### src/hbnm_defs.svh
`ifndef HBNM_DEFS_SVH
`define HBNM_DEFS_SVH
`define HBNM_PERS_HB16      2'h3
`define HBNM_MODE_NONMUX    2'h1
`define HBNM_BYTE_LANE_SELECT_NONE      2'h1
`define HBNM_CS_LATCH       3'h0
`define HBNM_CS_ONE         3'h1
`define HBNM_CS_TWO         3'h2
`define HBNM_CS_LATCH_TWO   3'h3
`define HBNM_CS_THREE       3'h4
`define HBNM_CS_FOUR        3'h5
`define HBNM_AW_BASE        12
`define HBNM_AW_EXT         20
`define HBNM_PIN_W          44
`define HBNM_DATA_LSB       0
`define HBNM_ADDR_LSB       16
`define HBNM_EXT_LINES      12
`endif

### src/hbnm_pkg.sv
package hbnm_pkg;
   typedef struct packed
   {
      logic        wr;
      logic [19:0] addr;
      logic [15:0] wdata;
      logic [1:0]  lanes;
   } hbnm_req_t;
   typedef struct packed
   {
      logic [1:0] personality;
      logic [1:0] mode;
      logic [1:0] byte_lane_select;
      logic [2:0] strobe_arrangement_select;
   } hbnm_cfg_t;
endpackage

### src/hbnm_port.sv
`timescale 1ns/1ns
`include "hbnm_defs.svh"
module hbnm_port
   import hbnm_pkg::*;
#(
   parameter int ADDR_W = `HBNM_AW_EXT
)
(
   // clock and reset
   input  wire logic                   clk_sys_in,
   input  wire logic                   arst_n_in,
   // configuration
   input  wire hbnm_cfg_t              cfg_in,
   // user request and answer
   input  wire logic                   req_valid_in,
   input  wire hbnm_req_t              req_in,
   output logic                        req_ready_out,
   output logic                        rd_valid_out,
   output logic [15:0]                 rd_data_out,
   // bus pins
   output logic [`HBNM_PIN_W-1:0]      pin_out,
   output logic [`HBNM_PIN_W-1:0]      pin_oe_out,
   input  wire logic [15:0]            data_pin_in,
   input  wire logic                   bus_ready_in,
   output logic                        ale_out,
   output logic                        rd_strobe_out,
   output logic                        wr_strobe_out,
   output logic [3:0]                  cs_n_out,
   output logic [1:0]                  byte_lane_select_n_out
);
   typedef enum logic [1:0] {HBNM_IDLE, HBNM_LATCH, HBNM_DATA, HBNM_DONE} hbnm_state_t;

   hbnm_state_t      state_ff, nxt_state;
   hbnm_req_t        req_ff, nxt_req;
   logic             ready_ff, nxt_ready;
   logic             rdv_ff, nxt_rdv;
   logic [15:0]      rdd_ff, nxt_rdd;
   logic             ale_ff, nxt_ale, rd_ff, nxt_rd, wr_ff, nxt_wr;
   logic [3:0]       cs_n_ff, nxt_cs_n;
   logic [1:0]       bl_n_ff, nxt_bl_n;
   logic [`HBNM_PIN_W-1:0] pin_ff, nxt_pin, oe_ff, nxt_oe;
   logic             enabled, use_latch, use_byte_lane_select, use_rdy;
   logic [1:0]       cs_idx;
   logic [ADDR_W-1:0] amask;

   // mode decode; anything other than 16-bit non-muxed keeps the port idle
   assign enabled   = (cfg_in.personality == `HBNM_PERS_HB16)
                   && (cfg_in.mode == `HBNM_MODE_NONMUX);
   assign use_latch = (cfg_in.strobe_arrangement_select == `HBNM_CS_LATCH)
                   || (cfg_in.strobe_arrangement_select == `HBNM_CS_LATCH_TWO);
   assign use_byte_lane_select  = (cfg_in.byte_lane_select != `HBNM_BYTE_LANE_SELECT_NONE);
   assign use_rdy   = (cfg_in.strobe_arrangement_select != `HBNM_CS_LATCH);

   // chip select index from top address bits; reach is 12 bits for one select, 11 for two, 18 for three or four
   always_comb
   begin
      cs_idx = 2'h0;
      amask  = {ADDR_W{1'b1}};
      unique case (cfg_in.strobe_arrangement_select)
         `HBNM_CS_TWO, `HBNM_CS_LATCH_TWO:
         begin
            cs_idx = {1'b0, req_ff.addr[`HBNM_AW_BASE-1]};
            amask  = ADDR_W'((1 << (`HBNM_AW_BASE - 1)) - 1);
         end
         `HBNM_CS_THREE, `HBNM_CS_FOUR:
         begin
            cs_idx = req_ff.addr[ADDR_W-1 -: 2];
            amask  = ADDR_W'((1 << (ADDR_W - 2)) - 1);
         end
         `HBNM_CS_ONE:
            amask  = ADDR_W'((1 << `HBNM_AW_BASE) - 1);
         default:
            amask  = ADDR_W'((1 << `HBNM_AW_BASE) - 1);
      endcase
      // three selects never assert the fourth line
      if (cfg_in.strobe_arrangement_select == `HBNM_CS_THREE && cs_idx == 2'h3)
         cs_idx = 2'h2;
   end

   // bus cycle sequencer
   always_comb
   begin
      nxt_state = state_ff;
      nxt_req   = req_ff;
      nxt_ready = 1'b0;
      nxt_rdv   = 1'b0;
      nxt_rdd   = rdd_ff;
      nxt_ale   = 1'b0;
      nxt_rd    = 1'b0;
      nxt_wr    = 1'b0;
      nxt_cs_n  = 4'hf;
      nxt_bl_n  = 2'h3;
      nxt_pin   = pin_ff;
      nxt_oe    = '0;
      unique case (state_ff)
         HBNM_IDLE:
         begin
            nxt_ready = enabled;
            if (req_valid_in && ready_ff)
            begin
               nxt_req   = req_in;
               nxt_ready = 1'b0;
               nxt_state = HBNM_LATCH;
            end
         end
         HBNM_LATCH:
         begin
            // address on its own lines; data lines only driven on writes
            nxt_pin[`HBNM_DATA_LSB +: 16] = req_ff.wdata;
            nxt_pin[`HBNM_ADDR_LSB +: ADDR_W] = req_ff.addr & amask;
            nxt_oe[`HBNM_ADDR_LSB +: ADDR_W]  = {ADDR_W{1'b1}};
            nxt_oe[`HBNM_DATA_LSB +: 16] = {16{req_ff.wr}};
            nxt_ale   = use_latch;
            nxt_state = HBNM_DATA;
         end
         HBNM_DATA:
         begin
            nxt_oe    = oe_ff; // address held through the data phase
            nxt_rd    = !req_ff.wr;
            nxt_wr    = req_ff.wr;
            if (cfg_in.strobe_arrangement_select != `HBNM_CS_LATCH)
               nxt_cs_n[cs_idx] = 1'b0;
            if (use_byte_lane_select)
               nxt_bl_n = ~req_ff.lanes;
            // stretch while the peripheral holds ready low; the latch-only arrangement ignores ready
            if (!(use_rdy && rd_ff | wr_ff) || bus_ready_in)
            begin
               if (rd_ff || wr_ff)
               begin
                  nxt_rdd   = data_pin_in;
                  nxt_rdv   = !req_ff.wr;
                  nxt_rd    = 1'b0;
                  nxt_wr    = 1'b0;
                  nxt_cs_n  = 4'hf;
                  nxt_bl_n  = 2'h3;
                  nxt_state = HBNM_DONE;
               end
            end
         end
         HBNM_DONE:
         begin
            nxt_ready = enabled;
            nxt_state = HBNM_IDLE;
         end
      endcase
   end

   always_ff @(posedge clk_sys_in or negedge arst_n_in)
   begin
      if (!arst_n_in)
      begin
         state_ff <= HBNM_IDLE;
         req_ff   <= '0;
         ready_ff <= 1'b0;
         rdv_ff   <= 1'b0;
         rdd_ff   <= 16'h0000;
         ale_ff   <= 1'b0;
         rd_ff    <= 1'b0;
         wr_ff    <= 1'b0;
         cs_n_ff  <= 4'hf;
         bl_n_ff  <= 2'h3;
         pin_ff   <= '0;
         oe_ff    <= '0;
      end
      else
      begin
         state_ff <= nxt_state;
         req_ff   <= nxt_req;
         ready_ff <= nxt_ready;
         rdv_ff   <= nxt_rdv;
         rdd_ff   <= nxt_rdd;
         ale_ff   <= nxt_ale;
         rd_ff    <= nxt_rd;
         wr_ff    <= nxt_wr;
         cs_n_ff  <= nxt_cs_n;
         bl_n_ff  <= nxt_bl_n;
         pin_ff   <= nxt_pin;
         oe_ff    <= nxt_oe;
      end
   end

   assign req_ready_out          = ready_ff;
   assign rd_valid_out           = rdv_ff;
   assign rd_data_out            = rdd_ff;
   assign pin_out                = pin_ff;
   assign pin_oe_out             = oe_ff;
   assign ale_out                = ale_ff;
   assign rd_strobe_out          = rd_ff;
   assign wr_strobe_out          = wr_ff;
   assign cs_n_out               = cs_n_ff;
   assign byte_lane_select_n_out = bl_n_ff;

   // checks
   property p_onehot_cs;
      @(posedge clk_sys_in) disable iff (!arst_n_in)
      (rd_ff || wr_ff) && cfg_in.strobe_arrangement_select != `HBNM_CS_LATCH |-> $onehot(~cs_n_ff);
   endproperty
   a_onehot_cs: assert property (p_onehot_cs) else $error("chip select not one-hot");
   property p_strobe_excl;
      @(posedge clk_sys_in) disable iff (!arst_n_in) !(rd_ff && wr_ff);
   endproperty
   a_strobe_excl: assert property (p_strobe_excl) else $error("read and write together");
   property p_ale_first;
      @(posedge clk_sys_in) disable iff (!arst_n_in) ale_ff |=> (rd_ff || wr_ff) && !ale_ff;
   endproperty
   a_ale_first: assert property (p_ale_first) else $error("latch strobe not followed by data");
   property p_ale_cfg;
      @(posedge clk_sys_in) disable iff (!arst_n_in) $rose(rd_ff | wr_ff) |-> $past(ale_ff) == use_latch;
   endproperty
   a_ale_cfg: assert property (p_ale_cfg) else $error("latch strobe disagrees with arrangement");
   property p_no_byte_lane_select;
      @(posedge clk_sys_in) disable iff (!arst_n_in) !use_byte_lane_select |-> bl_n_ff == 2'h3;
   endproperty
   a_no_byte_lane_select: assert property (p_no_byte_lane_select) else $error("byte select while disabled");
   property p_stretch;
      @(posedge clk_sys_in) disable iff (!arst_n_in)
      (rd_ff || wr_ff) && use_rdy && !bus_ready_in |=> (rd_ff || wr_ff);
   endproperty
   a_stretch: assert property (p_stretch) else $error("cycle ended without ready");
   property p_addr_hold;
      @(posedge clk_sys_in) disable iff (!arst_n_in)
      (rd_ff || wr_ff) |-> oe_ff[`HBNM_ADDR_LSB] && $stable(pin_ff[`HBNM_ADDR_LSB +: ADDR_W]);
   endproperty
   a_addr_hold: assert property (p_addr_hold) else $error("address moved in data phase");
   property p_gate;
      @(posedge clk_sys_in) disable iff (!arst_n_in) !enabled && state_ff == HBNM_IDLE |=> !ready_ff;
   endproperty
   a_gate: assert property (p_gate) else $error("ready while port not enabled");
   property p_read_done;
      @(posedge clk_sys_in) disable iff (!arst_n_in) $fell(rd_ff) |-> rdv_ff;
   endproperty
   a_read_done: assert property (p_read_done) else $error("read finished without data");
   c_read:    cover property (@(posedge clk_sys_in) rdv_ff);
   c_write:   cover property (@(posedge clk_sys_in) $fell(wr_ff));
   c_stretch: cover property (@(posedge clk_sys_in) rd_ff && !bus_ready_in ##1 rd_ff);
endmodule

### config.mk
export PLATFORM = sky130hd
export DESIGN_NAME = hbnm_port
export DESIGN_NICKNAME = d
export VERILOG_FILES = /design/src/hbnm_pkg.sv /design/src/hbnm_port.sv
export VERILOG_INCLUDE_DIRS = /design/src
export SDC_FILE = /design/constraint.sdc
export NUM_CORES = 1
export LEC_CHECK = 0
export ABC_AREA = 1
export BUFFER_PORTS_ARGS = -buffer_cell sky130_fd_sc_hd__buf_2
export CORE_MARGIN = 5
export CORE_UTILIZATION = 25
export DETAILED_ROUTE_END_ITERATION = 6
export GPL_TIMING_DRIVEN = 0
export PLACE_DENSITY_LB_ADDON = 0.08
export SLEW_MARGIN = 5
export SYNTH_ARGS = -nofsm -noshare
export SYNTH_HDL_FRONTEND = slang
export SYNTH_SLANG_ARGS = --single-unit
### constraint.sdc
create_clock -name clk_sys_in -period 3.03 [get_ports clk_sys_in]
set_input_delay 0.303 -clock clk_sys_in [delete_from_list [all_inputs] [get_ports clk_sys_in]]
set_output_delay 0.303 -clock clk_sys_in [all_outputs]
set_load 0.02 [all_outputs]
Word level (Yosys, flattened, before mapping)
Cells that the tools add are included.
{"block": "totals", "register_bits": 140, "latchBits": 0, "mem_bits_rw": 0, "mem_bits_ro": 0, "out_inout_bits": 115, "n_memories": 0}
{"block": "classes", "addsub": 0, "multipliers": 0, "div": 0, "n_lt_le_gt_ge": 2, "eq_ne": 14, "shift": 0, "n_mux": 30, "n_bitwise": 4, "reduce_logical": 18}
{"cell": "$pmux W36 S2", "n": 1}
{"cell": "$pmux W18 S2", "n": 1}
{"cell": "$and A20 B20 Y20", "n": 1}
{"cell": "$mux W2", "n": 8}
{"cell": "$mux W4", "n": 4}
{"cell": "$mux W1", "n": 12}
{"cell": "$eq A2 B2 Y1 const B", "n": 4}
{"cell": "$pmux W2 S4", "n": 1}
{"cell": "$eq A3 B2 Y1 const B", "n": 2}
{"cell": "$eq A3 B3 Y1 const B", "n": 2}
{"cell": "$ne A2 B2 Y1 const B", "n": 3}
{"cell": "$reduce_and A3 Y1", "n": 2}
{"cell": "$logic_and A1 B1 Y1", "n": 5}
{"cell": "$eq A2 B1 Y1 const B", "n": 2}
{"cell": "$not A4 Y4", "n": 1}
{"cell": "$pmux W2 S2", "n": 1}
{"cell": "$reduce_or A2 Y1", "n": 2}
{"cell": "$logic_not A3 Y1", "n": 1}
{"cell": "$logic_or A1 B1 Y1", "n": 3}
{"cell": "$lt A2 B3 Y1 const B", "n": 1}
{"cell": "$reduce_bool A3 Y1", "n": 1}
{"cell": "$demux W1 S2", "n": 1}
{"cell": "$ge A2 B1 Y1 const B", "n": 1}
{"cell": "$logic_not A1 Y1", "n": 2}
{"cell": "6 further kinds", "n": 6}

Logic depth before layout (Yosys ltp)
{"block": "logic_depth", "word_depth": 15, "depth_mapped": 8, "ltp_nobuf": 8}

Worst setup path after synthesis
Ideal clock, no wire load.
{"block": "synth_timing", "path_kind": "register -> register", "startpoint": "register state_ff[0]", "endpoint": "register req_ff[0] (netlist name)", "arrival_time_ns": 1.323, "path_slack_ns": 1.582, "path_stages_with_launch": 6, "path_buffers": 1, "path_cell_list": "dfrtp_1 -> inv_1 -> ha_1 -> nand3_1 -> buf_2 -> mux2_2"}
{"block": "synth_via", "elab_chain_len": 2}
{"item": "start, declared", "line_no": "hbnm_port.sv:33", "rtl": "hbnm_state_t state_ff, nxt_state;"}
{"item": "start signal, assigned", "line_no": "hbnm_port.sv:167", "rtl": "state_ff <= nxt_state;"}
{"item": "$logic_not A2 Y1", "line_no": "hbnm_port.sv:95", "rtl": "unique case (state_ff)"}
{"item": "$reduce_and A2 Y1 (no source line)"}
{"item": "end signal, assigned", "line_no": "hbnm_port.sv:168", "rtl": "req_ff <= nxt_req;"}
{"item": "end, declared", "line_no": "hbnm_port.sv:34", "rtl": "hbnm_req_t req_ff, nxt_req;"}
Every way passes these cells.
A chain may end at the register's enable or synchronous reset.

Worst setup path in the final report
{"block": "layout_timing", "startpoint": "register state_ff[0]", "endpoint": "register req_ff[28] (netlist name)"}
The elaborated chain is that of the path after synthesis.

==> results_dict.tcl <==
set metrics [dict create \
    hp-class "in2reg" \
    io_buffers 164 \
    route.detailed.drc 0 \
    chipHeight_um 143 \
    wl_per_cell_um 14.3 \
    end_kind "register" \
    ys.warnings.count 0 \
    startpoint_type "register" \
    layout_setup_ws_ns 1.30 \
    fin_crit_ns 1.73 \
    clk_latency_ns 0.35 \
    final_hold_viol_count 0 \
    synth_cell_type_count 25 \
    swShare_pct 37.0 \
    cts_sinks 104 \
    slew_headroom_pct 60.3 \
    nNetsFinal 637 \
    async_flop_share_pct 100 \
    grtUsageTotal_pct 11.0 \
    synth-seq-area-share_pct 58.7 \
    required_ns 3.26 \
    postCtsSetupBuffers 0 \
    cts-buffers-inserted 9 \
    routabilityCongestion 0.733 \
    seq_power_share_pct 37.5 \
    vias 3169 \
    vdd_drop_max_mv 0.374 \
    grt_pass1_vias 3335 \
    fin_crit_sh_pct 57.1 \
    seq_area_sq_um 2610 \
    syn_area_sq_um 4450 \
    place_ws_ns 1.25 \
    overflow 0 \
    share_comb_of_total_power_pct 40.0 \
    setup_tns_ns 0 \
    grt_pass1_wl_um 17600 \
    finalSetupViolCount 0 \
    leakagePower_nw 3.35 \
    num_rows 48 \
    multi_input_area_sq_um 1380 \
    dieArea_sq_um 20600 \
    clockPowerShare_pct 22.5 \
    syn_inst 370 \
    synth_edf_count 0 \
    post_cts_resized 0 \
    synthToLayoutAreaGrowth_pct 34.5 \
    p_switching_mw 2.09 \
    synthFlopType "dfrtp_1" \
    cap_violations 0 \
    ctsHoldBuffers 1 \
    wl_um 11300 \
    root_buffer "clkbuf_16" \
    core_area_sq_um 17400 \
    syn-mean-instance-area_sq_um 12.0 \
    cts_tree "done" \
    status "finished clean" \
    place_hpwl_um 8440 \
    power.internal_mw 3.57 \
    fmax_ghz 0.578 \
    clkTransAtPathRegs_ns 0.08 \
    ys_ff_latch 104 \
    drt_iter0_drc 104 \
    dr.pass1.iters 4 \
    power_density_nw_per_um2 947 \
    critPathMaxFanout 10 \
    fin_worst_skew_ns 0.0103 \
    grt_max_degree 60 \
    drtAntennaViolNets 0 \
    antenna_found_initial 0 \
    critPathKind "reg2reg" \
    final_layout_size_suffix_gt1_share_pct 56.8 \
    diodes 0 \
    io-pin-count 183 \
    routed_via_density 3.99 \
    clockBufferDepth 2 \
    rsz0062_at_grt "no" \
    die_x_um 143 \
    arrival_ns 1.96 \
    initial_core_util_pct 25.6 \
    worstMarginPinSlew_ns 0.594 \
    report.final.slew_viol_count 0 \
    nFillCells 1804 \
    cts_max_level 3 \
    rrSetupSlack_ns 1.30 \
]
## power groups by stage
stage | clock, mW | combinational (mW) | sequential (mW)
6_report | 1.27 | 2.27 | 2.12
5_1_grt | 1.38 | 2.48 | 2.20
4_1_cts | 1.34 | 2.33 | 2.13
3_5_place_dp | 0 | 2.32 | 2.16
3_3_place_gp | 0 | 2.29 | 2.13
2_1_floorplan | 0 | 1.25 | 2.43
## flip-flops by register name, summed over array words and instances, names as in the netlist
| signal | count |
|---|---|
| req_ff | 39 |
| pin_out | 34 |
| rd_data_out | 16 |
| cs_n_out | 4 |
| byte_lane_select_n_out | 2 |
| pin_oe_out | 2 |
| state_ff | 2 |
| ale_out | 1 |
| rd_strobe_out | 1 |
| rd_valid_out | 1 |
| req_ready_out | 1 |
| wr_strobe_out | 1 |
## cells in the final DEF, fill, tap and decap left out, drive strengths merged, types with 5 or more instances in the layout
| cell | instances |
|---|---|
| buf | 226 |
| clkbuf | 12 |
| conb | 18 |
| dfrtp | 98 |
| dfstp | 6 |
| ha | 5 |
| inv | 21 |
| mux2 | 65 |
| nand2 | 56 |
| nand3 | 19 |
| nor2 | 6 |
| o21ai | 24 |
## stage by stage
step / cells / power, mW / utilization [%] / instance area (sq um) / hold WS, ns
after floorplan: 387 / 3.68 / - / 4510 / 0.00741
after global placement: 776 / 4.42 / 32.4 / 5620 / 0.411
after detailed placement: 777 / 4.48 / 32.5 / 5650 / 0.266
after CTS: 794 / 5.79 / 34.5 / 5980 / 0.140
after global routing: 794 / 6.06 / 34.5 / 5980 / 0.151
final: 794 / 5.67 / 34.5 / 5980 / 0.157
## synth_stat cells (3+ instances only)
library cell | n | area [sq um]
dfrtp_1 | 98 | 2450
mux2_2 | 65 | 732
buf_4 | 52 | 390
nand2_1 | 52 | 195
o21ai_0 | 24 | 120
nand3_1 | 19 | 95.1
inv_1 | 18 | 67.6
buf_2 | 8 | 40.0
dfstp_2 | 6 | 158
ha_1 | 5 | 62.6
nor2_1 | 4 | 15.0
nand2_2 | 3 | 18.8
## critical path, stage by stage (launching register included)
cell,delay (ns)
dfrtp_1,0.41
inv_1,0.10
ha_1,0.23
nand3_1,0.17
buf_2,0.32
mux2_2,0.39
## logic make-up after synthesis
| logic type | Yosys count | share of synthesized area, % |
|---|---|---|
| buffers and inverters | 83 | 11.8 |
| muxes | 65 | 16.5 |
| other | 1 | 0.0843 |
| DFF | 104 | 58.7 |
| AOI/OAI and AO/OA | 27 | 3.09 |
| and+or+nand+nor | 85 | 8.46 |
| adders and majority gates | 5 | 1.41 |
## final cells by class
type | instances | share of cell area [%]
clock buffers | 9 | 3.76
well taps | 225 | 4.71
clock inverters | 7 | 1.65
repair buffers | 166 | 14.5
flip-flops and latches | 104 | 43.6
multi-input cells | 200 | 23.0
plain buffers | 64 | 7.59
inverters | 19 | 1.21
## final timing paths
path / from / endpoint / cells past startpoint
worst max register to register: state_ff[0]$_DFFE_PN0P_ / req_ff[28]$_DFFE_PN0P_ / 5
worst min register to register: req_ff[1]$_DFFE_PN0P_ / byte_lane_select_n_out[1]$_DFF_PN1_ / 1
worst max-delay path: state_ff[0]$_DFFE_PN0P_ / req_ff[28]$_DFFE_PN0P_ / 5
min in group asynchronous: arst_n_in / rd_data_out[13]$_DFFE_PN0P_ / 2
worst min-delay path: data_pin_in[1] / rd_data_out[1]$_DFFE_PN0P_ / 3
max in group asynchronous: arst_n_in / req_ff[17]$_DFFE_PN0P_ / 3
## per-layer routing
layer / GRT usage (%) / routed length, um / vias up
met5: 0 / 0 / -
met4: 3.12 / 127 / 0
met3: 4.66 / 1220 / 12
met2: 17.6 / 5210 / 119
met1: 13.5 / 4790 / 1508
li1: - / - / 1530
Power figures use the tool's default switching activity.
